[src/rtl/cfsl_pkg.sv]
// package: constants and carriers for the counter function select and latch block
`default_nettype none
package cfsl_pkg;
	// wishbone register offsets (byte addresses)
	localparam logic [7:0] ctrl_off    = 8'h00;
	localparam logic [7:0] samp_off    = 8'h04;
	localparam logic [7:0] preset_off  = 8'h08;
	localparam logic [7:0] status_off  = 8'h0c;
	localparam logic [7:0] cur_lo_off  = 8'h10;
	localparam logic [7:0] cur_hi_off  = 8'h14;
	localparam logic [7:0] lat1_lo_off = 8'h18;
	localparam logic [7:0] lat1_hi_off = 8'h1c;
	localparam logic [7:0] lat2_lo_off = 8'h20;
	localparam logic [7:0] lat2_hi_off = 8'h24;
	// ctrl field positions
	localparam int ctrl_start_bit  = 0;
	localparam int ctrl_enable_bit = 1;
	localparam int ctrl_neg_bit    = 2;
	localparam int ctrl_func_lsb   = 4;
	// status field positions
	localparam int stat_sampling_bit = 0;
	localparam int stat_disabled_bit = 1;
	localparam int stat_trigger_bit  = 2;
	// reset values
	localparam logic [2:0]  func_reset = 3'h0;
	localparam logic [15:0] samp_reset = 16'h0001;
	// timing: control tick and sampling step
	localparam int clk_mhz        = 250;
	localparam int tick_us        = 1000;
	localparam int tick_cycles    = tick_us * clk_mhz;
	localparam int samp_step_ms   = 10;
	localparam int samp_min_units = 1;
	// auxiliary function selection
	typedef enum logic [2:0] {
		cfsl_latch,
		cfsl_disable,
		cfsl_sampling,
		cfsl_dis_preset,
		cfsl_lat_preset
	} cfsl_func_e;
	// configuration carrier
	typedef struct packed {
		cfsl_func_e  func;
		logic        neg_logic;
		logic        count_enable;
		logic        start_cmd;
		logic [15:0] samp_units;
		logic [31:0] preset;
	} cfsl_cfg_s;
endpackage
`default_nettype wire

[src/rtl/cfsl_sync_edge.sv]
// file: two-stage input synchroniser with rising and falling edge pulses
`default_nettype none
module cfsl_sync_edge (
	// clocking
	input  wire logic core_clk,
	input  wire logic reset,
	input  wire logic clk_en,
	// pin in, clean level and edges out
	input  wire logic pin,
	output logic      level,
	output logic      rise,
	output logic      fall
);
	logic meta_reg;   // first stage, read only by the second
	logic sync_reg;   // second stage
	logic prev_reg;   // delayed copy for edge detection

	// synchroniser chain, frozen while clk_en is low
	always_ff @(posedge core_clk or posedge reset) begin
		if (reset) begin
			meta_reg <= 1'b0;
			sync_reg <= 1'b0;
			prev_reg <= 1'b0;
		end else if (clk_en) begin
			meta_reg <= pin;
			sync_reg <= meta_reg;
			prev_reg <= sync_reg;
		end
	end

	assign level = sync_reg;
	assign rise  = sync_reg & ~prev_reg;
	assign fall  = ~sync_reg & prev_reg;
endmodule
`default_nettype wire

[src/rtl/cfsl_top.sv]
// file: counter function selection, latch capture and pulse counter with wishbone registers
//
// Overview of operation
// - five auxiliary functions, one selected at once
// - preset modes respond to function input only
// - polarity bit inverts the function input
// - sampling time in ten millisecond units
// - start command sampled on one millisecond tick
// - count disable holds count while trigger active
// - trigger rise latches count into area one
// - latch input rise latches into area two
// - latched values held until next capture
// - latches work regardless of count enable
// - latch storage updates on next millisecond tick
// - second source while first active: no capture
// - sampling restarts from zero, stops at time
// - disable-preset: stop on rise, preset on fall
`default_nettype none
module cfsl_top #(
	parameter int tick_len = cfsl_pkg::tick_cycles   // cycles per control tick
) (
	// clock, reset, enable
	input  wire logic        core_clk,
	input  wire logic        reset,
	input  wire logic        clk_en,
	// wishbone classic slave
	input  wire logic        wb_cyc_i,
	input  wire logic        wb_stb_i,
	input  wire logic        wb_we_i,
	input  wire logic [7:0]  wb_adr_i,
	input  wire logic [3:0]  wb_sel_i,
	input  wire logic [31:0] wb_dat_i,
	output logic [31:0]      wb_dat_o,
	output logic             wb_ack_o,
	output logic             wb_err_o,
	// external pins
	input  wire logic        count_pulse_pin,
	input  wire logic        function_in_pin,
	input  wire logic        latch_in_pin,
	// status outputs
	output logic             sampling_active,
	output logic [31:0]      current_value
);
	initial begin
		if (tick_len < 2) $error("tick_len must be at least 2");
	end

	// configuration registers
	cfsl_pkg::cfsl_cfg_s cfg_reg;
	// counting state
	logic [31:0] count_reg, count_next;        // current value
	logic [31:0] latch1_reg, latch2_reg;       // storage areas
	logic [31:0] pend1_reg, pend2_reg;         // captured, awaiting tick
	logic        pend1_valid_reg, pend2_valid_reg;
	logic [31:0] tick_cnt_reg;                 // control tick divider
	logic        start_tick_reg;               // start command as seen on tick
	logic        trig_prev_reg;                // combined trigger last cycle
	logic        samp_run_reg;                 // sampling window open
	logic [15:0] samp_units_left_reg;          // 10 ms units remaining
	logic [3:0]  samp_ms_reg;                  // ms within current unit
	logic        ack_reg;
	logic        err_reg;
	logic [31:0] rdata_reg;

	// synchronised pins
	logic pulse_lvl, pulse_rise, pulse_fall;
	logic fin_lvl, fin_rise, fin_fall;
	logic lin_lvl, lin_rise, lin_fall;

	cfsl_sync_edge u_pulse (
		.core_clk (core_clk),
		.reset    (reset),
		.clk_en   (clk_en),
		.pin      (count_pulse_pin),
		.level    (pulse_lvl),
		.rise     (pulse_rise),
		.fall     (pulse_fall)
	);
	cfsl_sync_edge u_fin (
		.core_clk (core_clk),
		.reset    (reset),
		.clk_en   (clk_en),
		.pin      (function_in_pin),
		.level    (fin_lvl),
		.rise     (),
		.fall     ()
	);
	cfsl_sync_edge u_lin (
		.core_clk (core_clk),
		.reset    (reset),
		.clk_en   (clk_en),
		.pin      (latch_in_pin),
		.level    (),
		.rise     (lin_rise),
		.fall     ()
	);

	// control tick strobe, one cycle every millisecond
	wire tick = (tick_cnt_reg == 32'(tick_len - 1));

	// function input after polarity adjust
	wire fin_active = fin_lvl ^ cfg_reg.neg_logic;
	// preset modes ignore the program start command
	wire preset_mode = (cfg_reg.func == cfsl_pkg::cfsl_dis_preset) ||
	                   (cfg_reg.func == cfsl_pkg::cfsl_lat_preset);
	wire cmd_term    = start_tick_reg & ~preset_mode;
	// combined trigger; second source while first is on makes no new edge
	wire trig        = cmd_term | fin_active;
	wire trig_rise   = trig & ~trig_prev_reg;
	wire trig_fall   = ~trig & trig_prev_reg;

	// mode decode
	wire is_latch    = (cfg_reg.func == cfsl_pkg::cfsl_latch) ||
	                   (cfg_reg.func == cfsl_pkg::cfsl_lat_preset);
	wire is_disable  = (cfg_reg.func == cfsl_pkg::cfsl_disable) ||
	                   (cfg_reg.func == cfsl_pkg::cfsl_dis_preset);
	wire is_sampling = (cfg_reg.func == cfsl_pkg::cfsl_sampling);

	// counting gate: disable modes hold while trigger is active
	wire disabled    = is_disable & trig;
	wire count_ok    = is_sampling ? samp_run_reg : (cfg_reg.count_enable & ~disabled);
	// preset loads on falling edge in both preset modes
	wire preset_load = preset_mode & trig_fall;
	wire samp_start  = is_sampling & trig_rise;
	wire samp_done   = samp_run_reg && tick && (samp_ms_reg == 4'(cfsl_pkg::samp_step_ms - 1))
	                   && (samp_units_left_reg == 16'h0001);

	// next count value; pulse_fall unused so one edge per input pulse
	always_comb begin
		count_next = count_reg;
		if (samp_start) begin
			count_next = 32'h0000_0000;
		end else if (preset_load) begin
			count_next = cfg_reg.preset;
		end else if (pulse_rise && count_ok) begin
			count_next = count_reg + 32'h0000_0001;
		end
	end

	// tick divider and start command sampling on tick
	always_ff @(posedge core_clk or posedge reset) begin
		if (reset) begin
			tick_cnt_reg   <= 32'h0000_0000;
			start_tick_reg <= 1'b0;
		end else if (clk_en) begin
			tick_cnt_reg <= tick ? 32'h0000_0000 : tick_cnt_reg + 32'h0000_0001;
			if (tick) begin
				start_tick_reg <= cfg_reg.start_cmd;
			end
		end
	end

	// counter and trigger history
	always_ff @(posedge core_clk or posedge reset) begin
		if (reset) begin
			count_reg     <= 32'h0000_0000;
			trig_prev_reg <= 1'b0;
		end else if (clk_en) begin
			count_reg     <= count_next;
			trig_prev_reg <= trig;
		end
	end

	// sampling window timing, counted in ms then 10 ms units
	always_ff @(posedge core_clk or posedge reset) begin
		if (reset) begin
			samp_run_reg        <= 1'b0;
			samp_units_left_reg <= 16'h0000;
			samp_ms_reg         <= 4'h0;
		end else if (clk_en) begin
			if (samp_start && !samp_run_reg) begin
				// a retrigger during a window only zeroes the count
				samp_run_reg        <= 1'b1;
				samp_units_left_reg <= cfg_reg.samp_units;
				samp_ms_reg         <= 4'h0;
			end else if (samp_done || !is_sampling) begin
				samp_run_reg <= 1'b0;
			end else if (samp_run_reg && tick) begin
				if (samp_ms_reg == 4'(cfsl_pkg::samp_step_ms - 1)) begin
					samp_ms_reg         <= 4'h0;
					samp_units_left_reg <= samp_units_left_reg - 16'h0001;
				end else begin
					samp_ms_reg <= samp_ms_reg + 4'h1;
				end
			end
		end
	end

	// latch capture: snapshot now, publish on next tick
	always_ff @(posedge core_clk or posedge reset) begin
		if (reset) begin
			pend1_reg       <= 32'h0000_0000;
			pend2_reg       <= 32'h0000_0000;
			pend1_valid_reg <= 1'b0;
			pend2_valid_reg <= 1'b0;
			latch1_reg      <= 32'h0000_0000;
			latch2_reg      <= 32'h0000_0000;
		end else if (clk_en) begin
			// capture ignores count enable on purpose
			if (is_latch && trig_rise) begin
				pend1_reg       <= count_reg;
				pend1_valid_reg <= 1'b1;
			end else if (tick) begin
				pend1_valid_reg <= 1'b0;
			end
			if (lin_rise) begin
				pend2_reg       <= count_reg;
				pend2_valid_reg <= 1'b1;
			end else if (tick) begin
				pend2_valid_reg <= 1'b0;
			end
			// storage held until a later capture overwrites it
			if (tick && pend1_valid_reg) begin
				latch1_reg <= pend1_reg;
			end
			if (tick && pend2_valid_reg) begin
				latch2_reg <= pend2_reg;
			end
		end
	end

	// bus decode
	wire req      = wb_cyc_i & wb_stb_i & ~ack_reg & ~err_reg;
	wire hit_ctrl = (wb_adr_i == cfsl_pkg::ctrl_off);
	wire hit_samp = (wb_adr_i == cfsl_pkg::samp_off);
	wire hit_pre  = (wb_adr_i == cfsl_pkg::preset_off);
	wire [31:0] ctrl_word = {25'h0, cfg_reg.func, 1'b0, cfg_reg.neg_logic,
	                         cfg_reg.count_enable, cfg_reg.start_cmd};
	wire [31:0] stat_word = {29'h0, trig, disabled, samp_run_reg};
	logic [31:0] rsel;
	logic        mapped;
	// read mux; counts split into 16-bit words
	always_comb begin
		mapped = 1'b1;
		rsel   = 32'h0000_0000;
		if (hit_ctrl) begin
			rsel = ctrl_word;
		end else if (hit_samp) begin
			rsel = {16'h0000, cfg_reg.samp_units};
		end else if (hit_pre) begin
			rsel = cfg_reg.preset;
		end else if (wb_adr_i == cfsl_pkg::status_off) begin
			rsel = stat_word;
		end else if (wb_adr_i == cfsl_pkg::cur_lo_off) begin
			rsel = {16'h0000, count_reg[15:0]};
		end else if (wb_adr_i == cfsl_pkg::cur_hi_off) begin
			rsel = {16'h0000, count_reg[31:16]};
		end else if (wb_adr_i == cfsl_pkg::lat1_lo_off) begin
			rsel = {16'h0000, latch1_reg[15:0]};
		end else if (wb_adr_i == cfsl_pkg::lat1_hi_off) begin
			rsel = {16'h0000, latch1_reg[31:16]};
		end else if (wb_adr_i == cfsl_pkg::lat2_lo_off) begin
			rsel = {16'h0000, latch2_reg[15:0]};
		end else if (wb_adr_i == cfsl_pkg::lat2_hi_off) begin
			rsel = {16'h0000, latch2_reg[31:16]};
		end else begin
			mapped = 1'b0;
		end
	end

	// register writes and bus answer, one wait-free cycle
	always_ff @(posedge core_clk or posedge reset) begin
		if (reset) begin
			cfg_reg.func         <= cfsl_pkg::cfsl_func_e'(cfsl_pkg::func_reset);
			cfg_reg.neg_logic    <= 1'b0;
			cfg_reg.count_enable <= 1'b0;
			cfg_reg.start_cmd    <= 1'b0;
			cfg_reg.samp_units   <= cfsl_pkg::samp_reset;
			cfg_reg.preset       <= 32'h0000_0000;
			ack_reg              <= 1'b0;
			err_reg              <= 1'b0;
			rdata_reg            <= 32'h0000_0000;
		end else if (clk_en) begin
			ack_reg   <= req & mapped;
			err_reg   <= req & ~mapped;
			rdata_reg <= rsel;
			if (req && wb_we_i && hit_ctrl && wb_sel_i[0]) begin
				cfg_reg.start_cmd    <= wb_dat_i[cfsl_pkg::ctrl_start_bit];
				cfg_reg.count_enable <= wb_dat_i[cfsl_pkg::ctrl_enable_bit];
				cfg_reg.neg_logic    <= wb_dat_i[cfsl_pkg::ctrl_neg_bit];
				// unknown codes fall back to latch mode
				if (wb_dat_i[cfsl_pkg::ctrl_func_lsb +: 3] <= 3'h4) begin
					cfg_reg.func <= cfsl_pkg::cfsl_func_e'(wb_dat_i[cfsl_pkg::ctrl_func_lsb +: 3]);
				end else begin
					cfg_reg.func <= cfsl_pkg::cfsl_latch;
				end
			end
			// zero sampling time would wrap and run 65536 units, so floor at one unit
			if (req && wb_we_i && hit_samp && (wb_sel_i[1:0] == 2'b11)) begin
				cfg_reg.samp_units <= (wb_dat_i[15:0] == 16'h0000) ?
				                      16'(cfsl_pkg::samp_min_units) : wb_dat_i[15:0];
			end
			if (req && wb_we_i && hit_pre && (wb_sel_i == 4'hf)) begin
				cfg_reg.preset <= wb_dat_i;
			end
		end
	end

	assign wb_ack_o        = ack_reg;
	assign wb_err_o        = err_reg;
	assign wb_dat_o        = rdata_reg;
	assign sampling_active = samp_run_reg;
	assign current_value   = count_reg;
endmodule
`default_nettype wire

[config.mk]
export PLATFORM = sky130hd
export DESIGN_NAME = cfsl_top
export DESIGN_NICKNAME = d
export VERILOG_FILES = /design/src/rtl/cfsl_pkg.sv /design/src/rtl/cfsl_sync_edge.sv /design/src/rtl/cfsl_top.sv
export SDC_FILE = /design/constraint.sdc
export NUM_CORES = 1
export LEC_CHECK = 0
export BUFFER_PORTS_ARGS = -buffer_cell sky130_fd_sc_hd__buf_2
export CAP_MARGIN = 25
export CELL_PAD_IN_SITES_DETAIL_PLACEMENT = 0
export CELL_PAD_IN_SITES_GLOBAL_PLACEMENT = 2
export CORE_MARGIN = 8
export CORE_UTILIZATION = 44
export DETAILED_ROUTE_END_ITERATION = 8
export PLACE_DENSITY_LB_ADDON = 0.1
export SYNTH_ARGS = -nofsm -noshare
export SYNTH_HDL_FRONTEND = slang
export SYNTH_SLANG_ARGS = --single-unit
export TNS_END_PERCENT = 30
[constraint.sdc]
create_clock -name core_clk -period 26.9 [get_ports core_clk]
set_input_delay 1.345 -clock core_clk [delete_from_list [all_inputs] [get_ports core_clk]]
set_output_delay 1.345 -clock core_clk [all_outputs]
set_load 0.02 [all_outputs]
# Word level (Yosys, flattened, before mapping)
# Index checks and enable logic that the tools add are counted.
[totals]
latchBits = 0
mem_count = 0
out_inout_bits = 67
mem_bits_ro = 0
inputBits = 53
regBits = 313
mem_bits_rw = 0
[classes]
mul = 0
muxes = 40
n_reduce_logical = 44
div_mod_pow = 0
bitwise_logic = 25
n_addsub = 4
n_shift = 0
magnitude_cmp = 1
n_eq_ne = 19
[op_table]
columns = ["cell", "count"]
rows = [
  ["$mux W32", 7],
  ["$mux W16", 12],
  ["$add A32 B1 Y32 const B", 2],
  ["$eq A32 B18 Y1 const B", 1],
  ["$eq A8 B5 Y1 const B", 4],
  ["$reduce_and A2 Y1", 12],
  ["$eq A16 B1 Y1 const B", 1],
  ["$eq A8 B4 Y1 const B", 2],
  ["$eq A8 B6 Y1 const B", 2],
  ["$logic_not A16 Y1", 1],
  ["$mux W1", 16],
  ["$mux W4", 4],
  ["$sub A16 B1 Y16 const B", 1],
  ["$logic_and A1 B1 Y1", 15],
  ["$and A1 B1 Y1", 14],
  ["$reduce_bool A2 Y1", 5],
  ["$not A1 Y1", 9],
  ["$eq A4 B4 Y1 const B", 2],
  ["$eq A8 B3 Y1 const B", 1],
  ["$logic_not A8 Y1", 1],
  ["$eq A3 B2 Y1 const B", 2],
  ["$add A4 B1 Y4 const B", 1],
  ["$logic_or A1 B1 Y1", 4],
  ["$reduce_and A4 Y1", 1],
  ["12 further kinds", 13],
]

# Depth between registers and ports, before layout
# Gate-level depths: netlist (run 1).
[depth]
depth_word = 13
depth_mapped = 9
depth_no_buf = 7

# By module
# A second synthesis (run 1) with hierarchy kept.
[unflattened]
cells_unflattened = 1324
hier_area_um2 = 14756.7
[modules_own_cells]
columns = ["module", "cells_per_inst", "n_inst", "area_per_inst_um2", "seq_area_each_um2"]
rows = [
  ["cfsl_top", 1297, 1, 14381.3, 7633.6],
  ["cfsl_sync_edge", 9, 3, 125.1, 75.1],
]

# Least setup slack after synthesis (run 1)
# Ideal clock, no wire load.
[synth_timing]
path_kind = "in2reg"
startpoint = "input port wb_adr_i[1]"
endpoint = "register cfg_reg[33] (netlist bit)"
n_path_buf = 2
setup_time_ps = 127
t_arrival_ps = 2995
stages = 6
setup_slack_ps = 23778
required_ps = 26773
cell_sequence = "nor4_4 -> nand2_2 -> or4_1 -> buf_2 -> buf_6 -> mux2_1"
[synth_between]
elab_chain_cells = 4
[synth_rtl]
columns = ["item", "line_no", "rtl"]
rows = [
  ["from (decl)", "cfsl_top.sv:30", "input wire logic [7:0] wb_adr_i,"],
  ["$eq A8 B3 Y1", "cfsl_top.sv:225", "wire hit_samp = (wb_adr_i == cfsl_pkg::samp_off);"],
  ["$logic_and A1 B1 Y1 (2 in a row)", "cfsl_top.sv:289", "if (req && wb_we_i && hit_samp && (wb_sel_i[1:0] == 2'b11)) begin"],
  ["$reduce_and A2 Y1 (no line)", "n/a", ""],
  ["to (decl)", "cfsl_top.sv:49", "cfsl_pkg::cfsl_cfg_s cfg_reg;"],
]
# Every way passes these cells.
# A chain may end at the register's enable or synchronous reset.

# Final worst setup path (run 1)
[layout_timing]
startpoint = "input port clk_en"
endpoint = "register latch2_reg[31]"
[layout_between]
elab_chain_cells = 1
[layout_rtl]
columns = ["item", "line_no", "rtl"]
rows = [
  ["from (decl)", "cfsl_top.sv:25", "input wire logic clk_en,"],
  ["$reduce_and A2 Y1 (no line)", "n/a", ""],
  ["to (signal assigned)", "cfsl_top.sv:217", "latch2_reg <= pend2_reg;"],
  ["to (decl)", "cfsl_top.sv:52", "logic [31:0] latch1_reg, latch2_reg;"],
]
# Every way passes these cells.

==> results of run 1 <==
-- report_power, final --
group | leakage [nW] | internal, W | switching [W]
clock | 0.610 | 0.000309 | 0.000203
combinational | 3.50 | 0.0000205 | 0.0000415
sequential | 4.25 | 0.000482 | 0.0000122
total | 8.36 | 0.000812 | 0.000256
-- cells in the final DEF (no fill, tap or decap), types with 12 or more instances in the layout --
cell type	netlist	routed
dfrtp_1	312	312
buf_2	23	119
mux2_2	90	90
nand2_1	89	89
mux2_1	85	85
nand3_1	63	63
a21oi_1	61	61
nor2_1	59	59
mux2i_1	54	54
o21ai_0	50	50
a22o_1	41	41
clkbuf_16	0	39
nor3_1	32	32
nand4_1	25	25
buf_4	3	25
inv_1	21	20
and3_1	19	19
nor4_1	18	18
o211ai_1	18	18
o22ai_1	18	18
xor2_1	16	16
o2bb2ai_1	14	14
a22oi_1	14	14
xnor2_1	12	12
-- kinds of logic (layout without fill, tap and decap cells) --
kind of cell             count (synthesis)  after routing  synth area share
XOR/XNOR                                29             29            0.0169
buffers and inverters                  122            235            0.0357
AO/OA/AOI/OAI                          301            301             0.137
multiplexers                           231            231             0.166
adder cells (fa/ha/maj)                  6              6           0.00486
AND/OR/NAND/NOR                        384            384             0.132
flip-flops                             313            313             0.507
-- worst max-delay path by stage --
stage,from,to,slack [ps],depth (start not counted)
finish,clk_en,latch2_reg[31],23160,8
detailed placement,clk_en,latch2_reg[8],22630,8
floorplan,reset,cfg_reg[0],16900,1
CTS,clk_en,latch2_reg[8],23180,8
global placement,clk_en,latch2_reg[31],22660,8
global route,clk_en,latch2_reg[10],22940,8
-- metal layers --
| metal | GRT usage | share of wire |
|---|---|---|
| met2 | 0.357 | 0.46 |
| met5 | 0 | 0 |
| met1 | 0.331 | 0.47 |
| met4 | 0.0580 | 0.023 |
| met3 | 0.0389 | 0.055 |
-- through the flow --
stage               total power, W   util  hold WS [ps]
detailed placement        0.000565  0.474           461
global route               0.00110  0.511           493
floorplan                 0.000540      -           438
finish                     0.00107  0.511           472
CTS                        0.00108  0.510           474
global placement          0.000565  0.474           458
-- area by class of cell --
type | instances | area [µm²] | share of cell area
clock buffers | 58 | 1130 | 0.0638
clock inverters | 8 | 113 | 0.00638
inverters | 22 | 90.1 | 0.00510
multi-input cells | 951 | 7090 | 0.401
flip-flops and latches | 313 | 7830 | 0.444
well taps | 455 | 569 | 0.0322
repair buffers | 147 | 837 | 0.0474
==> impl_metrics.yaml, run 1 <==
run_status:
  run_status: "finished clean"
routing:
  routed_wl_um: 47700
  drcViolationCount: 0
  ant_nets: 0
  viasPerCell: 5.97
  wl_per_cell_um: 24.4
  drt-initial-drc-count: 1033
  drtPass1Iterations: 5
  via_count: 11700
global_routing:
  grt_max_degree: 133
  grt_pass1_vias: 11500
  grt_use_total: 0.230
  grt-ovfl-total: 0
  grt_pass1_wl_um: 74000
  antenna_found_initial: 0
yosys:
  syn-mean-instance-area_um2: 11.1
  syn_area_um2: 15400
  synth_top_area_frac: 0.506
  synth-seq-cells: 313
  synth_edf_count: 0
  synth_cells: 1386
  synthFlopType: "dfrtp_1"
  ys_seq_area_frac: 0.507
  synth.largest_area_cell: "dfrtp_1"
  syn-num-nets: 1445
  synthMostInstantiatedCell: "dfrtp_1"
  ys_types: 75
  synth_commonest_cells: "dfrtp_1, mux2_2, nand2_1"
  yosysWarnings: 0
  synthTopCellsByArea: "dfrtp_1, mux2_2, mux2_1, mux2i_1, a22o_1"
  synthArstFlopShare: 1.00
layout:
  largest_register_ff_count: 54
  layoutNonFillerInstCount: 1954
  diodes: 0
  drive_above_1_share: 0.207
  area_growth_pct: 14.3
  final_nets: 1532
  fillCellCount: 3214
  final_area_um2: 17700
setup_path:
  crit_required_ps: 27310
  critical_path_class: "input port to register"
  cp_top_family: "simple AND/OR/NAND/NOR gates"
  reg2reg_from: "tick_cnt_reg[0]"
  crit_fanout: 52
  critical_path.max_stage_delay_ps: 650
  r2r-end: "latch2_reg[31]"
  reg2reg_depth: 7
  crit_top_cell: "buf_4"
  crit_path_end_kind: "register"
  cp_slowest_cell: "and3_1"
  r2r_slack_ps: 23660
  worstPathCellList: "buf_2 > buf_4 > nand3_1 > nor3_1 > and3_1 > and2_1 > buf_4 > mux2_2"
  crit_buf_inv: 3
  start_kind: "input port"
  arrival_ps: 4150
min_path:
  min_delay_path_depth: 1
  holdPathEnd: "tick_cnt_reg[31]"
  hold_class: "register to register"
  min_from: "tick_cnt_reg[31]"
timing:
  setup_viol: 0
  final_max_slew_viol_count: 0
  finalCritPeriodShare: 0.139
  hold_violations: 0
  worst_slew_margin_rel: 0.253
  finalCriticalPeriod_ps: 3740
  tns_ps: 0
  fmax_ghz: 0.267
  setup_slack_ps: 23160
  rsz0062_at_grt: "false"
  tightest_slew_ps: 1120
  finClkSkew_ps: 12.0
die:
  rows: 68
  dieWidth_um: 203
  core_um2: 34500
  io_pins: 120
  die-height_um: 203
  die_area_um2: 41300
  start_util: 0.447
power_and_ir_drop:
  power_density_nw_per_um2: 60.5
  p_leak_nw: 8.36
  vdd_drop_max_mv: 0.0548
place:
  place_area_um2: 16400
  gp_congestion: 0.866
  hpwlAfterDp_um: 33300
  portBuffers: 119
  placed_cells: 1886
  dp_slack_ps: 22630
clock_network:
  root_buffer: "clkbuf_16"
  clock_latency_ps: 540
  postCtsSetupBuffers: 0
  clock_sinks: 313
  cts-resized-gates: 0
  h-tree-depth: 2
  ctsLongestPathBuffers: 3
  cts_hold_buf: 0
  cts_made_buffers: 38
  cts_tree: "yes"
  path_clk_slew_ps: 60
flow_run:
  max-cap-violations: 0
(Power assumes the default switching activity.)
==> run 2, diff against run 1 <==
--- a/config.mk
+++ b/config.mk
@@ -10,7 +10,7 @@
 export CELL_PAD_IN_SITES_DETAIL_PLACEMENT = 0
 export CELL_PAD_IN_SITES_GLOBAL_PLACEMENT = 2
 export CORE_MARGIN = 8
-export CORE_UTILIZATION = 44
+export CORE_UTILIZATION = 37
 export DETAILED_ROUTE_END_ITERATION = 8
 export PLACE_DENSITY_LB_ADDON = 0.1
 export SYNTH_ARGS = -nofsm -noshare
==> constraint.sdc (replaced) <==
create_clock -name core_clk -period 3 [get_ports core_clk]
set_input_delay 0.15 -clock core_clk [delete_from_list [all_inputs] [get_ports core_clk]]
set_output_delay 0.15 -clock core_clk [all_outputs]
set_load 0.02 [all_outputs]
==> run 2 against run 1 <==
  * Clock skew grew 1.7 ps
  * Worst hold slack worse by 420 ps
  * Via count rose by 3.0%
  * Cell count rose by 8.3%
  * Clock-buffer cell count fell by 1
  * Non-clock buffer count is 81 higher
==> impl_metrics.yaml, run 2 (synthesis results as in run 1) <==
global_routing:
  met1_usage: 0.301
  grt_use_met3: 0.0284
  grt_pass1_vias: 12200
  grt_pass1_wl_um: 78700
  grt-ovfl-total: 0
  antenna_found_initial: 0
  grt_use_total: 0.215
  grt-busiest-layer: "met2"
  grt_util_met2: 0.347
  grt_max_degree: 108
die:
  core_um2: 41600
  rows: 75
  die_area_um2: 48500
  io_pins: 120
  start_util: 0.371
  die-height_um: 220
  dieWidth_um: 220
power_and_ir_drop:
  comb_power_share: 0.067
  swShare: 0.246
  vdd_drop_max_mv: 0.318
  total_power_w: 0.00932
  power_density_nw_per_um2: 506
  power_frac_seq: 0.475
  power_switching_w: 0.00229
  clkPwrFrac: 0.458
  p_leak_nw: 8.70
  p_int_w: 0.00702
routing:
  drtPass1Iterations: 5
  ant_nets: 0
  wl_per_cell_um: 24.3
  drt-initial-drc-count: 892
  routed_wl_um: 51500
  via_count: 12000
  viasPerCell: 5.67
  drcViolationCount: 0
setup_path:
  crit_fanout: 32
  worstPathCellList: "ha_1 > or4b_1 > nor3_1 > and3_1 > buf_12 > and2_1 > buf_12 > mux2_2"
  r2r_slack_ps: 290
  start_kind: "register"
  crit_path_end_kind: "register"
  cp_slowest_cell: "or4b_1"
  crit_required_ps: 3430
  crit_buf_inv: 2
  critical_path_class: "register to register"
  critical_path.max_stage_delay_ps: 470
  cp_top_family: "simple AND/OR/NAND/NOR gates"
  crit_top_cell: "buf_12"
  arrival_ps: 3150
timing:
  whs_ps: 54.4
  finClkSkew_ps: 13.7
  finalCriticalPeriod_ps: 2710
  worst_slew_margin_rel: 0.430
  rsz0062_at_grt: "false"
  tns_ps: 0
  fmax_ghz: 0.368
  hold_violations: 0
  final_max_slew_viol_count: 0
  finalCritPeriodShare: 0.905
  setup_viol: 0
  tightest_slew_ps: 833
flow_run:
  max-cap-violations: 0
place:
  gp_congestion: 0.828
  portBuffers: 119
  placed_cells: 2016
  hpwlAfterDp_um: 36300
clock_network:
  cts-resized-gates: 0
  cts_tree: "yes"
  clock_latency_ps: 550
  clock_sinks: 313
  postCtsSetupBuffers: 0
  ctsLongestPathBuffers: 3
  root_buffer: "clkbuf_16"
  h-tree-depth: 2
  path_clk_slew_ps: 60
  cts_made_buffers: 38
layout:
  fillCellCount: 3999
  largest_register_ff_count: 54
  area_growth_pct: 19.3
  mostFrequentLayoutCells: "dfrtp_1, buf_2, mux2_2, nand2_1, mux2_1"
  seq_area_um2: 7830
  layout_commonest_cell: "dfrtp_1"
  drive_above_1_share: 0.222
  multiInputGateArea_um2: 7090
  layoutNonFillerInstCount: 2117
  final_nets: 1613
  diodes: 0
run_status:
  run_status: "finished clean"
min_path:
  hold_class: "input port to register"
-- run 2: changes by cell type in the layout (fill, tap and decap cells not counted), moves of 2 or more --
cell	change
buf_12	+9
bufinv_16	-2
buf_4	+38
dlygate4sd3_1	+37
clkbuf_8	-3
clkbuf_1	+3
-- run 2: area by class of cell --
cell class / count / share of cell area
clock buffer: 57 / 0.0582
clock inverter: 7 / 0.00292
inverter: 22 / 0.00468
multi-input combinational: 951 / 0.385
sequential: 313 / 0.425
tap: 539 / 0.0366
timing repair buffer: 228 / 0.0879
-- run 2: metrics by stage --
| stage | area, µm² | setup WS, ps | utilization |
|---|---|---|---|
| 6_report | 18400 | 285 | 0.443 |
| 5_1_grt | 18400 | 103 | 0.443 |
| 4_1_cts | 18400 | 276 | 0.443 |
| 3_5_place_dp | 16900 | 297 | 0.407 |
| 3_3_place_gp | 16900 | 341 | 0.407 |
| 2_1_floorplan | 15400 | -1320 | - |
-- run 2: what timing repair did --
action                                 CTS  global route
endpoints found under the hold margin  289             0
hold buffers                            37             0
setup endpoints to repair                0             0
-- run 2: final timing paths --
path,from,end,depth (start not counted)
max in group asynchronous,reset,cfg_reg[32],5
hold / removal,clk_en,trig_prev_reg,2
setup / recovery,tick_cnt_reg[0],latch2_reg[31],8
setup reg to reg,tick_cnt_reg[0],latch2_reg[31],8
min in group asynchronous,reset,current_value[24],4
hold reg to reg,tick_cnt_reg[31],tick_cnt_reg[31],1
-- run 2: layer usage --
| layer | wire length (µm) | vias up |
|---|---|---|
| li1 | - | 5517 |
| met1 | 23800 | 6170 |
| met2 | 24200 | 263 |
| met3 | 2250 | 61 |
| met4 | 1220 | 0 |
| met5 | 0 | - |
-- run 2: power groups by stage --
stage	Combinational [W]	Clock [W]	Sequential, W
after floorplan	0.000346	0	0.00450
after global placement	0.000592	0	0.00450
after detailed placement	0.000598	0	0.00450
after CTS	0.000637	0.00440	0.00443
after global routing	0.000688	0.00456	0.00444
final	0.000623	0.00427	0.00443
